### src/design/lae_pkg.sv
// What this block does
// Far end marks each receive octet with strobe
// Transmit strobe marks each sent octet
// Framing only when the mode bit is set
// Programmable address, control, service-id octets
// Send flag, header, payload, then 32-bit FCS
// Escape 7E and 7D inside the frame
// Append closing flag, then optional scrambling
// Optional descrambling before any frame processing
// Frame starts at a detected flag octet
// Drop rate adaptation pairs 7D DD
// Undo escape pairs back to original octets
// Compare received header with programmed octets
// Check FCS; closing flag ends the frame
// Escape followed by flag aborts the frame
// Bad FCS aborts the frame
// Frames under six octets are aborted
// Header mismatch aborts the frame
// Escape before an illegal octet aborts
// Descrambler free-runs self-synchronously, reset only at power-up
// Aborted frames leave tagged with abort
package lae_pkg;

  // Octet codes of the framing layer
  localparam logic [7:0]  LAE_FLAG        = 8'h7E;
  localparam logic [7:0]  LAE_ESC         = 8'h7D;
  localparam logic [7:0]  LAE_ESC_FLAG    = 8'h5E;
  localparam logic [7:0]  LAE_ESC_ESC     = 8'h5D;
  localparam logic [7:0]  LAE_RATE_ADAPT  = 8'hDD;
  localparam logic [7:0]  LAE_ESC_XOR     = 8'h20;
  localparam logic [7:0]  LAE_IDLE_CLEAR  = 8'hFF;

  // Frame size figures, counted after unescaping
  localparam logic [3:0]  LAE_MIN_OCTETS  = 4'h6;
  localparam logic [3:0]  LAE_HDR_OCTETS  = 4'h4;
  localparam logic [3:0]  LAE_CNT_MAX     = 4'hF;
  localparam logic [1:0]  LAE_LAST_IDX    = 2'h3;

  // Scrambler polynomial x^43 + 1
  localparam int          LAE_SCR_LEN     = 43;

  // CRC-32, reflected, sent low octet first
  localparam logic [31:0] LAE_CRC_INIT    = 32'hFFFFFFFF;
  localparam logic [31:0] LAE_CRC_POLY    = 32'hEDB88320;
  localparam logic [31:0] LAE_CRC_RESIDUE = 32'hDEBB20E3;

  // Register byte offsets and fields
  localparam logic [7:0]  LAE_OFF_CTRL    = 8'h00;
  localparam logic [7:0]  LAE_OFF_HDR     = 8'h04;
  localparam logic [7:0]  LAE_OFF_RX_OK   = 8'h08;
  localparam logic [7:0]  LAE_OFF_RX_ABT  = 8'h0C;
  localparam int          LAE_CTRL_MODE   = 0;
  localparam int          LAE_CTRL_SCR    = 1;
  localparam int          LAE_CTRL_DSC    = 2;
  localparam logic [2:0]  LAE_CTRL_RST    = 3'h0;
  localparam logic [31:0] LAE_HDR_RST     = 32'h00000000;

  typedef enum logic [4:0] {
    LAE_TX_IDLE  = 5'b00001,
    LAE_TX_HDR   = 5'b00010,
    LAE_TX_DATA  = 5'b00100,
    LAE_TX_FCS   = 5'b01000,
    LAE_TX_CLOSE = 5'b10000
  } lae_tx_state_t;

  typedef enum logic [1:0] {
    LAE_RX_HUNT  = 2'b01,
    LAE_RX_FRAME = 2'b10
  } lae_rx_state_t;

  // One octet into the running CRC
  function automatic logic [31:0] lae_crc_byte(input logic [31:0] crc, input logic [7:0] d);
    logic [31:0] c;
    c = crc ^ {24'h000000, d};
    for (int i = 0; i < 8; i++) begin
      c = c[0] ? ((c >> 1) ^ LAE_CRC_POLY) : (c >> 1);
    end
    return c;
  endfunction : lae_crc_byte

  // Octet idx of a word, idx 0 the lowest
  function automatic logic [7:0] lae_octet_of(input logic [31:0] w, input logic [1:0] idx);
    return w[{idx, 3'b000} +: 8];
  endfunction : lae_octet_of

endpackage : lae_pkg

### src/design/lae_top.sv
// Local design decisions: the address map and the AHB-Lite interface to the registers.
module lae_top #(
  parameter int CNT_W = 16  // Width of the frame counters
) (
  input  wire logic        hclk,                     // Clock
  input  wire logic        hresetn,                  // Async reset, active low
  input  wire logic        hsel,                     // AHB slave select
  input  wire logic [31:0] haddr,                    // AHB address
  input  wire logic [1:0]  htrans,                   // AHB transfer type
  input  wire logic        hwrite,                   // AHB write
  input  wire logic [2:0]  hsize,                    // AHB size, word only
  input  wire logic [31:0] hwdata,                   // AHB write data
  input  wire logic        hready,                   // AHB bus ready
  output logic             hreadyout,                // Always ready
  output logic             hresp,                    // Always OKAY
  output logic      [31:0] hrdata,                   // AHB read data
  input  wire logic        tx_line_tick,             // Line wants an octet
  output logic      [7:0]  tx_line_data,             // Octet to the line
  output logic             tx_byte_boundary_strobe,  // Octet boundary
  input  wire logic        tx_in_valid,              // MAC octet valid
  input  wire logic [7:0]  tx_in_data,               // MAC octet
  input  wire logic        tx_in_last,               // Last octet of frame
  output logic             tx_in_ready,              // MAC octet taken
  input  wire logic [7:0]  rx_line_data,             // Octet from the line
  input  wire logic        rx_byte_boundary_strobe,  // Octet boundary
  output logic             rx_out_valid,             // FIFO octet valid
  output logic      [7:0]  rx_out_data,              // FIFO octet
  output logic             rx_out_start,             // First payload octet
  output logic             rx_out_end,               // Last octet of frame
  output logic             rx_out_abort              // Frame must be dropped
);
  import lae_pkg::*;

  typedef struct packed {
    lae_tx_state_t    tx_state;
    logic [1:0]       tx_idx;
    logic             tx_esc_pend;
    logic [7:0]       tx_esc_oct;
    logic [31:0]      tx_crc;
    logic [7:0]       tx_data;
    logic             tx_strobe;
    lae_rx_state_t    rx_state;
    logic             rx_esc;
    logic [3:0]       rx_cnt;
    logic             rx_hdr_bad;
    logic [31:0]      rx_crc;
    logic             hold_valid;
    logic [7:0]       hold_data;
    logic             hold_start;
    logic             out_valid;
    logic [7:0]       out_data;
    logic             out_start;
    logic             out_end;
    logic             out_abort;
    logic [2:0]       ctrl;
    logic [31:0]      hdr;
    logic [CNT_W-1:0] ok_cnt;
    logic [CNT_W-1:0] abt_cnt;
    logic             ph_wr;
    logic [7:0]       ph_addr;
    logic [31:0]      hrdata;
  } lae_top_st_t;

  localparam lae_top_st_t      ST_RST  = '{tx_state: LAE_TX_IDLE, rx_state: LAE_RX_HUNT, ctrl: LAE_CTRL_RST,
                                           hdr: LAE_HDR_RST, tx_crc: LAE_CRC_INIT, rx_crc: LAE_CRC_INIT,
                                           default: '0};
  localparam logic [CNT_W-1:0] CNT_ONE = 1;

  lae_top_st_t st_reg;
  lae_top_st_t st_next;
  logic        mode;
  logic [7:0]  tx_octet;
  logic [7:0]  tx_raw;
  logic        tx_use_raw;
  logic [7:0]  tx_scr_out;
  logic [7:0]  rx_d;
  logic        rx_accept;
  logic [7:0]  rx_acc;
  logic        rx_fin;
  logic        rx_force;
  logic        rx_bad;
  logic        rx_restart;
  logic        rx_hunt;

  assign mode = st_reg.ctrl[LAE_CTRL_MODE];

  // Transmit scrambler sits after the closing flag is chosen
  lae_scrambler #(
    .DESCRAMBLE (1'b0)
  ) u_tx_scr (
    .hclk      (hclk),
    .hresetn   (hresetn),
    .advance   (tx_line_tick),
    .bypass    (!st_reg.ctrl[LAE_CTRL_SCR]),
    .in_octet  (tx_octet),
    .out_octet (tx_scr_out)
  );

  // Receive descrambler is first in line, ahead of the flag search
  lae_scrambler #(
    .DESCRAMBLE (1'b1)
  ) u_rx_dsc (
    .hclk      (hclk),
    .hresetn   (hresetn),
    .advance   (rx_byte_boundary_strobe),
    .bypass    (!st_reg.ctrl[LAE_CTRL_DSC]),
    .in_octet  (rx_line_data),
    .out_octet (rx_d)
  );

  // Handshakes and bus answers; data outputs are straight from flip-flops
  assign hreadyout               = 1'b1;
  assign hresp                   = 1'b0;
  assign hrdata                  = st_reg.hrdata;
  assign tx_line_data            = st_reg.tx_data;
  assign tx_byte_boundary_strobe = st_reg.tx_strobe;
  assign tx_in_ready             = tx_line_tick && (!mode || (st_reg.tx_state == LAE_TX_DATA && !st_reg.tx_esc_pend));
  assign rx_out_valid            = st_reg.out_valid;
  assign rx_out_data             = st_reg.out_data;
  assign rx_out_start            = st_reg.out_start;
  assign rx_out_end              = st_reg.out_end;
  assign rx_out_abort            = st_reg.out_abort;

  // Next state of bus slave, transmit framer and receive deframer
  always_comb begin
    st_next    = st_reg;
    tx_octet   = LAE_FLAG;
    tx_raw     = 8'h00;
    tx_use_raw = 1'b0;
    rx_accept  = 1'b0;
    rx_acc     = 8'h00;
    rx_fin     = 1'b0;
    rx_force   = 1'b0;
    rx_bad     = 1'b0;
    rx_restart = 1'b0;
    rx_hunt    = 1'b0;

    // Data phase write lands before the read mux, so a read right after
    // a write to the same register already sees the new value
    if (st_reg.ph_wr) begin
      case (st_reg.ph_addr)
        LAE_OFF_CTRL: st_next.ctrl = hwdata[2:0];
        LAE_OFF_HDR:  st_next.hdr  = hwdata;
        default:      ;
      endcase
    end
    st_next.ph_wr = 1'b0;
    if (hsel && hready && htrans[1]) begin
      st_next.ph_wr   = hwrite;
      st_next.ph_addr = haddr[7:0];
      if (!hwrite) begin
        case (haddr[7:0])
          LAE_OFF_CTRL:   st_next.hrdata = {29'h00000000, st_next.ctrl};
          LAE_OFF_HDR:    st_next.hrdata = st_next.hdr;
          LAE_OFF_RX_OK:  st_next.hrdata = {{(32-CNT_W){1'b0}}, st_reg.ok_cnt};
          LAE_OFF_RX_ABT: st_next.hrdata = {{(32-CNT_W){1'b0}}, st_reg.abt_cnt};
          default:        st_next.hrdata = 32'h00000000;
        endcase
      end
    end

    // Transmit octet per line tick; an underrun cannot stall a TDM line,
    // so the frame is cut with an abort pair instead
    if (tx_line_tick) begin
      if (!mode) begin
        st_next.tx_state    = LAE_TX_IDLE;
        st_next.tx_esc_pend = 1'b0;
        tx_octet            = tx_in_valid ? tx_in_data : LAE_IDLE_CLEAR;
      end else if (st_reg.tx_esc_pend) begin
        tx_octet            = st_reg.tx_esc_oct;
        st_next.tx_esc_pend = 1'b0;
      end else begin
        case (st_reg.tx_state)
          LAE_TX_IDLE: begin
            if (tx_in_valid) begin
              st_next.tx_state = LAE_TX_HDR;
              st_next.tx_idx   = 2'h0;
              st_next.tx_crc   = LAE_CRC_INIT;
            end
          end
          LAE_TX_HDR: begin
            tx_use_raw     = 1'b1;
            tx_raw         = lae_octet_of(st_reg.hdr, LAE_LAST_IDX - st_reg.tx_idx);
            st_next.tx_crc = lae_crc_byte(st_reg.tx_crc, tx_raw);
            st_next.tx_idx = st_reg.tx_idx + 2'h1;
            if (st_reg.tx_idx == LAE_LAST_IDX) begin
              st_next.tx_state = LAE_TX_DATA;
            end
          end
          LAE_TX_DATA: begin
            if (tx_in_valid) begin
              tx_use_raw     = 1'b1;
              tx_raw         = tx_in_data;
              st_next.tx_crc = lae_crc_byte(st_reg.tx_crc, tx_raw);
              if (tx_in_last) begin
                st_next.tx_state = LAE_TX_FCS;
                st_next.tx_idx   = 2'h0;
              end
            end else begin
              tx_octet         = LAE_ESC;
              st_next.tx_state = LAE_TX_CLOSE;
            end
          end
          LAE_TX_FCS: begin
            tx_use_raw     = 1'b1;
            tx_raw         = lae_octet_of(~st_reg.tx_crc, st_reg.tx_idx);
            st_next.tx_idx = st_reg.tx_idx + 2'h1;
            if (st_reg.tx_idx == LAE_LAST_IDX) begin
              st_next.tx_state = LAE_TX_CLOSE;
            end
          end
          LAE_TX_CLOSE: begin
            st_next.tx_state = LAE_TX_IDLE;
          end
          default: begin
            st_next.tx_state = LAE_TX_IDLE;
          end
        endcase
      end
      if (tx_use_raw) begin
        if (tx_raw == LAE_FLAG || tx_raw == LAE_ESC) begin
          tx_octet            = LAE_ESC;
          st_next.tx_esc_pend = 1'b1;
          st_next.tx_esc_oct  = tx_raw ^ LAE_ESC_XOR;
        end else begin
          tx_octet = tx_raw;
        end
      end
      st_next.tx_data = tx_scr_out;
    end
    st_next.tx_strobe = tx_line_tick;

    // Receive octet per boundary strobe from the far end
    st_next.out_valid = 1'b0;
    st_next.out_start = 1'b0;
    st_next.out_end   = 1'b0;
    st_next.out_abort = 1'b0;
    if (rx_byte_boundary_strobe) begin
      if (!mode) begin
        st_next.out_valid  = 1'b1;
        st_next.out_data   = rx_d;
        st_next.rx_state   = LAE_RX_HUNT;
        st_next.hold_valid = 1'b0;
      end else begin
        case (st_reg.rx_state)
          LAE_RX_HUNT: begin
            rx_restart = (rx_d == LAE_FLAG);
          end
          LAE_RX_FRAME: begin
            if (st_reg.rx_esc) begin
              st_next.rx_esc = 1'b0;
              case (rx_d)
                LAE_ESC_FLAG: begin
                  rx_accept = 1'b1;
                  rx_acc    = LAE_FLAG;
                end
                LAE_ESC_ESC: begin
                  rx_accept = 1'b1;
                  rx_acc    = LAE_ESC;
                end
                LAE_RATE_ADAPT: ;
                LAE_FLAG: begin
                  rx_fin     = 1'b1;
                  rx_force   = 1'b1;
                  rx_restart = 1'b1;
                end
                default: begin
                  rx_fin   = 1'b1;
                  rx_force = 1'b1;
                  rx_hunt  = 1'b1;
                end
              endcase
            end else if (rx_d == LAE_ESC) begin
              st_next.rx_esc = 1'b1;
            end else if (rx_d == LAE_FLAG) begin
              rx_fin     = (st_reg.rx_cnt != 4'h0);
              rx_restart = 1'b1;
            end else begin
              rx_accept = 1'b1;
              rx_acc    = rx_d;
            end
          end
          default: begin
            rx_hunt = 1'b1;
          end
        endcase
      end
    end

    // Header octets are checked, payload is delayed one octet so the last
    // one can carry the end and abort marks
    if (rx_accept) begin
      st_next.rx_crc = lae_crc_byte(st_reg.rx_crc, rx_acc);
      if (st_reg.rx_cnt < LAE_HDR_OCTETS) begin
        if (rx_acc != lae_octet_of(st_reg.hdr, LAE_LAST_IDX - st_reg.rx_cnt[1:0])) begin
          st_next.rx_hdr_bad = 1'b1;
        end
      end else begin
        st_next.out_valid  = st_reg.hold_valid;
        st_next.out_data   = st_reg.hold_data;
        st_next.out_start  = st_reg.hold_start;
        st_next.hold_data  = rx_acc;
        st_next.hold_start = (st_reg.rx_cnt == LAE_HDR_OCTETS);
        st_next.hold_valid = 1'b1;
      end
      if (st_reg.rx_cnt != LAE_CNT_MAX) begin
        st_next.rx_cnt = st_reg.rx_cnt + 4'h1;
      end
    end
    if (rx_fin) begin
      rx_bad = rx_force || (st_reg.rx_cnt < LAE_MIN_OCTETS) ||
               (st_reg.rx_crc != LAE_CRC_RESIDUE) ||
               st_reg.rx_hdr_bad;
      st_next.out_valid  = st_reg.hold_valid;
      st_next.out_data   = st_reg.hold_data;
      st_next.out_start  = st_reg.hold_start;
      st_next.out_end    = st_reg.hold_valid;
      st_next.out_abort  = st_reg.hold_valid && rx_bad;
      st_next.hold_valid = 1'b0;
      if (rx_bad) begin
        st_next.abt_cnt = st_reg.abt_cnt + CNT_ONE;
      end else begin
        st_next.ok_cnt = st_reg.ok_cnt + CNT_ONE;
      end
    end
    if (rx_restart) begin
      st_next.rx_state   = LAE_RX_FRAME;
      st_next.rx_cnt     = 4'h0;
      st_next.rx_crc     = LAE_CRC_INIT;
      st_next.rx_hdr_bad = 1'b0;
      st_next.rx_esc     = 1'b0;
      st_next.hold_valid = 1'b0;
    end
    if (rx_hunt) begin
      st_next.rx_state   = LAE_RX_HUNT;
      st_next.hold_valid = 1'b0;
    end
  end

  // All state except the scrambler shift registers in one register
  always_ff @(posedge hclk or negedge hresetn) begin
    if (!hresetn) begin
      st_reg <= ST_RST;
    end else begin
      st_reg <= st_next;
    end
  end
endmodule : lae_top

### src/design/lae_scrambler.sv
module lae_scrambler #(
  parameter bit DESCRAMBLE = 1'b0  // 1: feed back line bits
) (
  input  wire logic       hclk,      // Clock
  input  wire logic       hresetn,   // Power-up reset, active low
  input  wire logic       advance,   // Octet consumed this cycle
  input  wire logic       bypass,    // Pass octet unchanged
  input  wire logic [7:0] in_octet,  // Octet in, msb first on line
  output logic      [7:0] out_octet  // Octet out
);
  import lae_pkg::*;

  typedef struct packed {
    logic [LAE_SCR_LEN-1:0] sh;
  } lae_scr_st_t;

  lae_scr_st_t            st_reg;
  lae_scr_st_t            st_next;
  logic [LAE_SCR_LEN-1:0] work;
  logic [7:0]             mixed;

  // Eight bit steps per octet; the shift keeps running even when bypassed,
  // so turning the option on needs no resynchronisation
  always_comb begin
    st_next = st_reg;
    work    = st_reg.sh;
    mixed   = 8'h00;
    for (int i = 7; i >= 0; i--) begin
      mixed[i] = in_octet[i] ^ work[LAE_SCR_LEN-1];
      work     = {work[LAE_SCR_LEN-2:0], DESCRAMBLE ? in_octet[i] : mixed[i]};
    end
    out_octet = bypass ? in_octet : mixed;
    if (advance) begin
      st_next.sh = work;
    end
  end

  // Only the power-up reset touches it; no frame event ever clears it
  always_ff @(posedge hclk or negedge hresetn) begin
    if (!hresetn) begin
      st_reg <= '0;
    end else begin
      st_reg <= st_next;
    end
  end

endmodule : lae_scrambler

### config.mk
export PLATFORM = sky130hd
export DESIGN_NAME = lae_top
export DESIGN_NICKNAME = d
export VERILOG_FILES = /design/src/design/lae_pkg.sv /design/src/design/lae_top.sv /design/src/design/lae_scrambler.sv
export SDC_FILE = /design/constraint.sdc
export NUM_CORES = 1
export LEC_CHECK = 0
export BUFFER_PORTS_ARGS = -buffer_cell sky130_fd_sc_hd__buf_2
export CAP_MARGIN = 30
export CORE_MARGIN = 2
export CORE_UTILIZATION = 45
export CTS_CLUSTER_DIAMETER = 120
export DETAILED_ROUTE_END_ITERATION = 12
export PLACE_DENSITY = 0.6
export SLEW_MARGIN = 0
export SYNTH_ARGS = -nofsm -noshare
export SYNTH_HDL_FRONTEND = slang
export SYNTH_SLANG_ARGS = --single-unit
export TNS_END_PERCENT = 20
### constraint.sdc
create_clock -name hclk -period 3.7 [get_ports hclk]
set_input_delay 0.925 -clock hclk [delete_from_list [all_inputs] [get_ports hclk]]
set_output_delay 0.925 -clock hclk [all_outputs]
set_load 0.01 [all_outputs]
## Word level (Yosys, flattened, before mapping)

Index checks and enable logic that the tools add are counted.

- Bitwise logic cells: 49
- Reduce and logical (&&, ||, !) cells: 41
- Magnitude comparators: 2
- Shift operators: 3
- Equality and inequality tests: 31
- Add/subtract/negate cells: 6
- Mux-type cells: 121

Operators with widths:

| operator | count |
|---|---|
| $mux W32 | 28 |
| $not A13 Y14 | 24 |
| $mux W8 | 18 |
| $pmux W32 S4 | 1 |
| $pmux W32 S3 | 1 |
| $shiftx A32 B6 Y8 | 3 |
| $xor A32 B8 Y32 | 3 |
| $mux W41 | 2 |
| $mux W57 | 1 |
| $eq A8 B7 Y1 const B | 6 |
| $mux W1 | 41 |
| $mux W9 | 4 |
| $mux W35 | 1 |
| $add A16 B1 Y16 const B | 2 |
| $ne A32 B32 Y1 const B | 1 |
| $not A32 Y32 | 1 |
| $pmux W8 S3 | 1 |
| $mux W7 | 3 |
| $mux W20 | 1 |
| $mux W5 | 4 |
| $pmux W5 S4 | 1 |
| $eq A8 B3 Y1 const B | 2 |
| $eq A8 B4 Y1 const B | 2 |
| $logic_not A8 Y1 | 2 |
| other kinds (39) | 100 |

- Input port bits: 94
- Word-level logic and storage cells: 282
- Register bits after elaboration: 313
- Output and inout bits: 56

## Depth between registers and ports, before layout

Gate-level depths: netlist of run 1.

- Depth after elaboration: 30
- Mapped depth: 13
- Gate-level depth less buffers: 10

## Cells and area by module

A second synthesis of run 1 with hierarchy kept.

- Cell total of the unflattened synthesis: 1565
- Area total of the unflattened synthesis: 17944.7 µm²

Modules (own cells, without submodules):

| module | instances | sequential area each (µm²) | area each (µm²) | cells an instance |
|---|---|---|---|---|
| lae_top | 1 | 5763.0 | 14074.7 | 1334 |
| lae_scrambler (u_tx_scr) | 1 | 1076.0 | 1948.1 | 124 |
| lae_scrambler (u_rx_dsc) | 1 | 1076.0 | 1921.8 | 107 |

## Least setup slack after synthesis of run 1

No wires, ideal clock.

- Path kind: input to register
- Start: in rx_line_data[7]
- End: reg st_reg[149] (netlist bit)
- Arrival time: 3.512 ns
- Setup time: 0.080 ns
- Slack: 0.108 ns
- Stages: 12
- Cells stage by stage: buf_2 -> xnor2_1 -> and3_1 -> a221oi_1 -> o41ai_1 -> buf_2 -> or2_1 -> buf_2 -> nor2_1 -> xor3_1 -> xnor3_1 -> o22a_1

- Cells in the longest elaborated chain, start to end: 25
- Elaborated cells between the ends (all ways): 46

Ends and longest elaborated chain:

| element | RTL line | RTL |
|---|---|---|
| start, declared | lae_top.sv:24 | `input wire logic [7:0] rx_line_data,` |
| $xor A1 B1 Y1 | lae_scrambler.sv:29 | `mixed[i] = in_octet[i] ^ work[LAE_SCR_LEN-1];` |
| $mux W8 (*) | lae_scrambler.sv:32 | `out_octet = bypass ? in_octet : mixed;` |
| $eq A8 B7 Y1 | lae_top.sv:247, lae_top.sv:252, lae_top.sv:275 |  |
| $mux W8 | lae_top.sv:275 | `end else if (rx_d == LAE_FLAG) begin` |
| $mux W8 | lae_top.sv:273 | `end else if (rx_d == LAE_ESC) begin` |
| $mux W8 | lae_top.sv:250 | `if (st_reg.rx_esc) begin` |
| $mux W8 | lae_top.sv:245 | `case (st_reg.rx_state)` |
| $mux W8 | lae_top.sv:239 | `if (!mode) begin` |
| [9 not listed] | -- |  |
| $not A13 Y14 (no source line) | -- |  |
| $mux W32 | lae_pkg.sv:76 | `c = c[0] ? ((c >> 1) ^ LAE_CRC_POLY) : (c >> 1);` |
| $not A13 Y14 (no source line) | -- |  |
| $mux W32 | lae_pkg.sv:76 |  |
| $not A13 Y14 (no source line) | -- |  |
| $mux W32 | lae_pkg.sv:76 |  |
| $mux W57 | lae_top.sv:292 | `if (rx_accept) begin` |
| $mux W41 | lae_top.sv:326 | `if (rx_restart) begin` |
| end signal, assigned | lae_top.sv:345 | `st_reg <= st_next;` |
| end, declared | lae_top.sv:69 | `lae_top_st_t st_reg;` |

Every way passes the cells marked *; elsewhere a longest branch is shown, timed or not. The select of a mux whose other input is x is not followed.
A chain may end at the register's enable or synchronous reset.

## Worst setup path in the final report of run 1

- Start: in rx_line_data[3]
- End: reg st_reg[54] (netlist bit)

- Cells in the longest elaborated chain, start to end: 13
- Elaborated cells between the ends (all ways): 23

Ends and longest elaborated chain:

| element | RTL line | RTL |
|---|---|---|
| $xor A1 B1 Y1 | lae_scrambler.sv:29 |  |
| $mux W8 (*) | lae_scrambler.sv:32 |  |
| $eq A8 B8 Y1 or $eq A8 B7 Y1 (tied branches) | lae_top.sv:252 | `case (rx_d)` |
| $reduce_or A3 Y1 (no source line) | -- |  |
| $mux W1 | lae_top.sv:252 |  |
| $mux W1 | lae_top.sv:250 |  |
| $mux W1 | lae_top.sv:245 |  |
| $mux W1 | lae_top.sv:239 |  |
| $mux W1 | lae_top.sv:238 | `if (rx_byte_boundary_strobe) begin` |
| $logic_or A1 B1 Y1 (2 in a row) | lae_top.sv:311 | `rx_bad = rx_force \|\| (st_reg.rx_cnt < LAE_MIN_OCTETS) \|\|` |
| $logic_or A1 B1 Y1 | lae_top.sv:312 | `(st_reg.rx_crc != LAE_CRC_RESIDUE) \|\|` |
| $reduce_and A2 Y1 (no source line) (*) | -- |  |

Every way passes the cells marked *; elsewhere a longest branch is shown, timed or not.

==> flow_summary.json, run 1 <==
{
  "outcome": "finished clean",
  "path_class": "in2reg",
  "area_delta_synth_final_pct": 15.7,
  "avgSynthCellArea_sq_um": 11.2,
  "dpl-instance-area_sq_mm": 0.0186,
  "fp.dieH_um": 199,
  "grt_pass1_wl_mm": 68.2,
  "rsz0062_at_grt": "false",
  "clock_sinks": 313,
  "timing.setup.tns_ns": 0,
  "clock-root-buffer": "clkbuf_16",
  "dieArea_sq_mm": 0.0397,
  "synth.distinct_cells": 75,
  "yosysTopAreaCell": "dfrtp_1",
  "netlist_area_sq_mm": 0.0172,
  "port_buffers": 119,
  "via_per_inst": 5.55,
  "core_area_sq_mm": 0.0376,
  "post-cts-setup-buffer-count": 0,
  "drive_gt1_share_pct": 32.0,
  "vdd_drop_max_v": 0.000504,
  "clkSlewWorstSetupHoldPaths_ns": 0.07,
  "wl_per_cell_um": 19.4,
  "htree_num_levels": 2,
  "synth_edf_count": 0,
  "antenna_found_initial": 2,
  "worstSetupStartpointType": "input port",
  "drt_iter0_markers": 738,
  "synthTopCellsByArea": "dfrtp_1 36%, dfstp_2 10%, mux2_2 9.5%",
  "largest_reg_flops": 173,
  "drt-total-wl_mm": 42.7,
  "crit_fanout": 5,
  "gp_congestion": 0.853,
  "final_antenna_net_count": 0,
  "yosys.area.top_type_share_pct": 36.0,
  "end_kind": "register",
  "powerDensity_mw_per_mm2": 759,
  "syn-num-nets": 1637,
  "num_rows": 71,
  "setup_viol": 0,
  "dpl.hpwl_mm": 30.6,
  "drt_first_pass_iters": 5,
  "max_slew_margin_pct": 42.0,
  "timing.fmax_mhz": 297,
  "overflow": 0,
  "insertion_delay_ns": 0.54,
  "max-cap-violations": 0,
  "max_slew.worst_pin.slew_ns": 0.864,
  "final_core_util_pct": 52.8,
  "hold_path.class": "in2async",
  "fin_nets": 1764,
  "fin_area_sq_mm": 0.0198,
  "drc": 0,
  "synthCells": 1536,
  "cts_max_path_buffers": 3,
  "grt_pass1_vias": 12200,
  "cp_data_required_time_ns": 4.17,
  "grt_max_degree": 87,
  "cts_buffers": 36,
  "power_leakage_nw": 8.31,
  "synth-main-ff-cell": "dfrtp_1",
  "clock_skew_ns": 0.0201,
  "yosys_warnings": 0,
  "cts_tree": "done",
  "grt_usage_pct": 22.0,
  "async_flop_share_pct": 100,
  "maxSlewViolCount": 0,
  "cp.arrival_ns": 3.84,
  "vias": 12200,
  "io-pin-count": 150,
  "die_w_um": 199,
  "ys_seq_elements": 313,
  "hold_viol_final": 0,
  "yosysSeqAreaShare_pct": 46.1,
  "initial_core_util_pct": 45.7,
  "fin_crit_sh_pct": 91.0,
  "period_needed_ns": 3.37
}
## power breakdown
part	internal (mW)	total (mW)	leakage [nW]	switching [mW]
registers	4.27	4.88	3.72	0.614
clock network	2.43	3.87	0.632	1.44
logic	3.07	6.30	3.96	3.23
## kinds of logic (layout without fill, tap and decap cells)
group                      Yosys count  after routing  share of synthesized area [%]
xor gates and xnor gates           267            267                           14.7
buffers and inverters              168            320                           4.85
other                                2              4                         0.0438
DFF                                313            313                           46.1
and+or+nand+nor                    324            324                           9.03
muxes                              177            177                           13.3
adders and majority gates            7              7                          0.510
AOI/OAI and AO/OA                  278            278                           11.3
## final timing paths
path                                         start                              end  slack (ns)  depth (start not counted)
max                                rx_line_data[3]           st_reg[54]$_DFFE_PN0P_        0.33                         12
min                                        hresetn  u_rx_dsc.st_reg[33]$_DFFE_PN0P_        0.30                          1
max reg2reg                  st_reg[107]$_DFF_PN0_           st_reg[54]$_DFFE_PN0P_        0.38                         11
min reg2reg                st_reg[215]$_DFFE_PN0P_          st_reg[215]$_DFFE_PN0P_        0.47                          1
max in group asynchronous                  hresetn          st_reg[208]$_DFFE_PN1P_        2.50                          2
min in group hclk          st_reg[215]$_DFFE_PN0P_          st_reg[215]$_DFFE_PN0P_        0.47                          1
## placed cells by master, fill, tap and decap left out, types with 29 or more instances in the layout
| cell type | count |
|---|---|
| inv_1 | 29 |
| nor2_1 | 110 |
| xor2_1 | 78 |
| dfstp_2 | 66 |
| a21oi_1 | 68 |
| buf_4 | 104 |
| clkbuf_16 | 37 |
| mux2_2 | 145 |
| dfrtp_1 | 246 |
| buf_2 | 118 |
| xnor2_1 | 174 |
| o21ai_0 | 45 |
| nand2_1 | 88 |
## layer usage
layer,share of wire (%),GRT usage [%],wire (um)
met5,0,0,0
met4,2.8,7.02,1190
met3,5.1,4.05,2170
met2,48,35.7,20300
met1,45,30.0,19100
## cells in the mapped netlist (6+ instances only)
cell type,n
nor3_1,17
o22ai_1,10
and2_1,8
a22oi_1,6
xnor3_1,8
buf_4,51
nor2_1,111
a21oi_1,70
dfstp_2,66
xor2_1,78
inv_1,29
buf_2,8
a32o_1,18
clkbuf_1,65
a2111oi_0,14
a221o_1,13
buf_1,14
ha_1,7
o21a_1,18
nand3_1,21
dfrtp_1,247
xnor2_1,174
a31oi_1,9
o22a_1,12
nand2_1,88
nor4_1,7
and3_1,13
nand4_1,7
mux4_2,27
mux2_2,145
nor2b_1,10
o21ai_0,45
o221ai_1,28
## layout make-up
class,count,area (sq um)
clock inverters,16,260
clock buffers,47,1020
inverters,30,113
multi-input cells,1055,8420
flip-flops and latches,313,7920
repair buffers,227,1470
diodes,2,5.00
well taps,511,639
fillers,3370,17700
## what timing repair did
item	4_1_cts	5_1_grt
setup endpoints to repair	0	8
resized for setup	0	2
hold buffers	0	0
## critical path, stage by stage
cell and delay (ns):
buf_2 0.12, xnor2_1 0.12, o32a_1 0.35, a22o_1 0.26, buf_4 0.16, nor4b_1 0.38, buf_4 0.20, nand2_1 0.06
a21bo_2 0.23, or4_1 0.60, nor4_1 0.28, xnor2_1 0.15
## per-stage QoR
step                setup slack, ns  power (mW)  cells  hold slack [ns]
CTS                           0.136        15.2   2199            0.296
detailed placement           -0.251        11.2   2136            0.458
floorplan                     0.108        9.54   1536            0.440
finish                        0.332        15.1   2201            0.303
global route                 0.0536        16.0   2199            0.310
global placement             -0.252        11.1   2136            0.451
Note: power is estimated with default switching activity, not from simulation.
==> inputs of run 2 (changes only) <==
- CORE_UTILIZATION: 45 -> 24
- PLACE_DENSITY: 0.6 -> 0.36
==> flow_summary.json, run 2 (same netlist as run 1, synthesis figures left out) <==
{
  "outcome": "finished clean",
  "drt-total-wl_mm": 51.2,
  "hold_path.class": "in2async",
  "cts_tree": "done",
  "cp.arrival_ns": 3.97,
  "core_area_sq_mm": 0.0711,
  "dpl.hpwl_mm": 37.8,
  "clock-root-buffer": "clkbuf_16",
  "dieArea_sq_mm": 0.0737,
  "grt_pass1_vias": 12700,
  "largest_reg_flops": 173,
  "area_delta_synth_final_pct": 21.2,
  "setup_viol": 0,
  "period_needed_ns": 3.46,
  "fp.dieH_um": 271,
  "antenna_found_initial": 4,
  "vdd_drop_max_v": 0.000344,
  "max-cap-violations": 0,
  "htree_num_levels": 2,
  "final_antenna_net_count": 0,
  "grt_pass1_wl_mm": 79.4,
  "post-cts-setup-buffer-count": 0,
  "port_buffers": 119,
  "timing.setup.tns_ns": 0,
  "vias": 12100,
  "fin_total_pwr_mw": 15.6,
  "insertion_delay_ns": 0.60,
  "cts_max_path_buffers": 3,
  "clock_skew_ns": 0.0425,
  "fin_crit_sh_pct": 93.5,
  "via_per_inst": 4.52,
  "fin_nets": 1798,
  "worstSetupStartpointType": "register",
  "num_rows": 98,
  "max_slew_margin_pct": 47.5,
  "end_kind": "register",
  "rsz0062_at_grt": "false",
  "path_class": "reg2reg",
  "io-pin-count": 150,
  "drive_gt1_share_pct": 33.4,
  "drt_iter0_markers": 659,
  "die_w_um": 271,
  "initial_core_util_pct": 24.1,
  "clock_sinks": 313,
  "hold_viol_final": 0,
  "powerDensity_mw_per_mm2": 753,
  "grt_max_degree": 66,
  "drc": 0,
  "drt_first_pass_iters": 5,
  "clkSlewWorstSetupHoldPaths_ns": 0.06,
  "fin_area_sq_mm": 0.0208,
  "cp_data_required_time_ns": 4.21,
  "dpl-instance-area_sq_mm": 0.0194,
  "power_leakage_nw": 8.51,
  "cts_buffers": 42,
  "gp_congestion": 0.814,
  "overflow": 0,
  "wl_per_cell_um": 19.1,
  "max_slew.worst_pin.slew_ns": 0.767,
  "final_cell_mix": "246 x dfrtp_1, 174 x xnor2_1, 145 x mux2_2",
  "grt_usage_pct": 13.9,
  "maxSlewViolCount": 0,
  "crit_fanout": 9,
  "timing.fmax_mhz": 289,
  "layout_commonest_cell": "dfrtp_1"
}
==> run 2: cell count changes in the layout (fill, tap and decap cells not counted), sizes merged <==
cell	delta
buf	+28
bufinv	-3
clkbuf	+11
clkinvlp	+1
diode	-1
inv	+2
==> run 2: worst max-delay path: stages (launching register included) <==
cell	delay, ns
dfrtp_2	0.50
and3b_1	0.24
a22oi_1	0.20
a222oi_1	0.16
buf_4	0.16
a21boi_0	0.25
buf_4	0.17
o311ai_0	0.18
buf_4	0.21
a21bo_2	0.21
or4_1	0.63
nor4_1	0.31
xnor2_1	0.16
==> run 2: path summary, 6_finish.rpt <==
kind | startpoint | endpoint | slack [ns] | cells past startpoint
setup / recovery | st_reg[107]$_DFF_PN0_ | st_reg[54]$_DFFE_PN0P_ | 0.24 | 12
hold / removal | hresetn | u_rx_dsc.st_reg[31]$_DFFE_PN0P_ | 0.31 | 1
setup reg to reg | st_reg[107]$_DFF_PN0_ | st_reg[54]$_DFFE_PN0P_ | 0.24 | 12
hold reg to reg | st_reg[72]$_DFFE_PN0P_ | st_reg[72]$_DFFE_PN0P_ | 0.47 | 1
max in group asynchronous | hresetn | st_reg[206]$_DFFE_PN1P_ | 2.58 | 2
min in group hclk | st_reg[72]$_DFFE_PN0P_ | st_reg[72]$_DFFE_PN0P_ | 0.47 | 1
==> run 2: timing repair <==
action / CTS / global route
hold endpoints to repair: 0 / 0
endpoints found under the setup margin: 7 / 12
hold buffers: 0 / 0
cloned: 0 / 0
gates resized for setup: 1 / 3
==> run 2: final cells by class <==
cell class / instances / area, sq um
fill: 7428 / 50300
multi-input combinational: 1055 / 8440
sequential: 313 / 7920
timing repair buffer: 255 / 1710
tap: 950 / 1190
clock buffer: 58 / 1160
clock inverter: 16 / 258
inverter: 30 / 113
antenna: 1 / 2.50
==> run 2: metal layers <==
metal	GRT usage, %	vias to the layer above	part of all wire (%)
met1	18.6	6106	46
li1	-	5736	-
met2	23.1	176	48
met3	2.45	71	3.5
met5	0	-	0.062
met4	4.09	6	2.5
==> run 2: where the power goes <==
group          leakage, nW  internal, mW  switching, mW  total, mW
clock network        0.684          2.50           1.66       4.16
logic                 4.11          3.23           3.37       6.59
registers             3.72          4.27          0.622       4.89
total                 8.51          10.0           5.65       15.6
==> run 2: metrics by stage <==
step / utilization (%) / std cells / hold WS [ns] / setup WS [ns]
4_1_cts: 29.2 / 2676 / 0.293 / 0.0288
3_5_place_dp: 27.2 / 2602 / 0.453 / -0.425
3_3_place_gp: 27.2 / 2602 / 0.461 / -0.432
6_report: 29.2 / 2678 / 0.308 / 0.240
5_1_grt: 29.2 / 2678 / 0.327 / 0.00566
2_1_floorplan: - / 1536 / 0.440 / 0.108
==> inputs of run 3 (changes only) <==
==> constraint.sdc (replaced) <==
create_clock -name hclk -period 3.7 [get_ports hclk]
set_input_delay 0.74 -clock hclk [delete_from_list [all_inputs] [get_ports hclk]]
set_output_delay 0.74 -clock hclk [all_outputs]
set_load 0.01 [all_outputs]
==> flow_summary.json, run 3 (same netlist as run 1, synthesis figures left out) <==
{
  "outcome": "finished clean",
  "fin_total_pwr_mw": 15.4,
  "final_core_util_pct": 28.9,
  "io-pin-count": 150,
  "ff2ff_path_depth": 12,
  "drt_first_pass_iters": 4,
  "worstSetupStartpointType": "register",
  "die_w_um": 271,
  "hold_viol_final": 0,
  "final_cell_mix": "246 x dfrtp_1, 174 x xnor2_1, 145 x mux2_2",
  "core_area_sq_mm": 0.0711,
  "max_slew_margin_pct": 40.5,
  "wl_per_cell_um": 19.1,
  "area_delta_synth_final_pct": 19.6,
  "cts_tree": "done",
  "final_antenna_net_count": 0,
  "clkSlewWorstSetupHoldPaths_ns": 0.06,
  "cts_max_path_buffers": 3,
  "post_cts_resized": 0,
  "fp.dieH_um": 271,
  "setup_viol": 0,
  "num_rows": 98,
  "overflow": 0,
  "grt_usage_pct": 13.8,
  "timing.fmax_mhz": 287,
  "max_slew.worst_pin.slew_ns": 0.887,
  "crit_fanout": 11,
  "hold_path.class": "in2async",
  "cts_hold_buf": 0,
  "cp_slowest_stage_delay_ns": 0.56,
  "drc": 0,
  "initial_core_util_pct": 24.1,
  "dpl-instance-area_sq_mm": 0.0192,
  "drt_iter0_markers": 548,
  "fin_area_sq_mm": 0.0205,
  "end_kind": "register",
  "cp.arrival_ns": 4.00,
  "drive_gt1_share_pct": 31.9,
  "grt_pass1_vias": 12600,
  "cpMostUsedCell": "buf_4",
  "htree_num_levels": 2,
  "largest_reg_flops": 173,
  "drt-total-wl_mm": 50.7,
  "clock-root-buffer": "clkbuf_16",
  "dieArea_sq_mm": 0.0737,
  "gp_congestion": 0.809,
  "powerDensity_mw_per_mm2": 751,
  "via_per_inst": 4.56,
  "cp_slowest_cell": "xnor3_1",
  "grt_pass1_wl_mm": 78.6,
  "post-cts-setup-buffer-count": 0,
  "rsz0062_at_grt": "false",
  "period_needed_ns": 3.49,
  "max-cap-violations": 0,
  "clock_sinks": 313,
  "power_leakage_nw": 8.35,
  "dpl.hpwl_mm": 37.0,
  "vdd_drop_max_v": 0.000439,
  "layout_commonest_cell": "dfrtp_1",
  "maxSlewViolCount": 0,
  "fin_crit_sh_pct": 94.3,
  "fin_nets": 1769,
  "crit_chain": "nor4bb_1, a22oi_1, buf_4, a22o_1, o41ai_2, buf_4, nor2_1, buf_4, xnor2_1, xnor3_1, xor2_1, a21oi_1",
  "clock_skew_ns": 0.0361,
  "insertion_delay_ns": 0.58,
  "vias": 12100,
  "antenna_found_initial": 3,
  "cp_data_required_time_ns": 4.21,
  "cts_buffers": 40,
  "path_class": "reg2reg",
  "grt_max_degree": 94,
  "port_buffers": 119
}
## run 3: through the flow
step / instances / hold slack, ns / TNS (ns) / worst slack, ns
floorplan: 1536 / 0.440 / 0 / 0.293
global placement: 2576 / 0.459 / -2.32 / -0.208
detailed placement: 2576 / 0.456 / -2.87 / -0.180
CTS: 2648 / 0.237 / 0 / 0.00904
global route: 2649 / 0.264 / 0 / 0.0226
finish: 2649 / 0.224 / 0 / 0.212
## run 3: area by class of cell
class	count	area [sq um]
Fill cell	7443	50600
Multi-Input combinational cell	1055	8440
Sequential cell	313	7920
Timing Repair Buffer	228	1520
Tap cell	950	1190
Clock buffer	59	1120
Clock inverter	13	220
Inverter	30	113
Antenna cell	1	2.50
## run 3: per-layer routing
layer  up-vias  part of all wire, %  wire, um  GRT usage [%]
met2       200                   48     24400           23.1
met3        61                  3.9      1990           2.43
li1       5678                    -         -              -
met1      6141                   46     23200           18.2
met4         4                  2.0      1010           3.61
met5         -                0.047        24              0
## run 3: critical path: cells and delay by family, from the launching register on
kind                   cells  cell delay [ns]
XOR/XNOR                   3             1.10
AO/OA/AOI/OAI              4             0.97
AND/OR/NAND/NOR            2             0.38
flip-flops                 1             0.44
buffers and inverters      3             0.54
## run 3: report_power, final
part	leakage, nW	internal [mW]	switching (mW)	total, mW
Combinational	3.99	3.15	3.37	6.52
Sequential	3.72	4.27	0.619	4.89
Clock	0.647	2.40	1.60	4.00
Total	8.35	9.82	5.59	15.4
## run 3: worst paths after layout
| check | slack [ns] | endpoint | start |
|---|---|---|---|
| max | 0.21 | st_reg[135]$_DFFE_PN1P_ | u_rx_dsc.st_reg[39]$_DFFE_PN0P_ |
| min | 0.22 | tx_byte_boundary_strobe$_DFF_PN0_ | hresetn |
| max reg2reg | 0.21 | st_reg[135]$_DFFE_PN1P_ | u_rx_dsc.st_reg[39]$_DFFE_PN0P_ |
| min reg2reg | 0.47 | st_reg[217]$_DFFE_PN0P_ | st_reg[217]$_DFFE_PN0P_ |
| max in group asynchronous | 2.52 | st_reg[150]$_DFFE_PN1P_ | hresetn |
| min in group hclk | 0.41 | st_reg[38]$_DFFE_PN0P_ | haddr[6] |
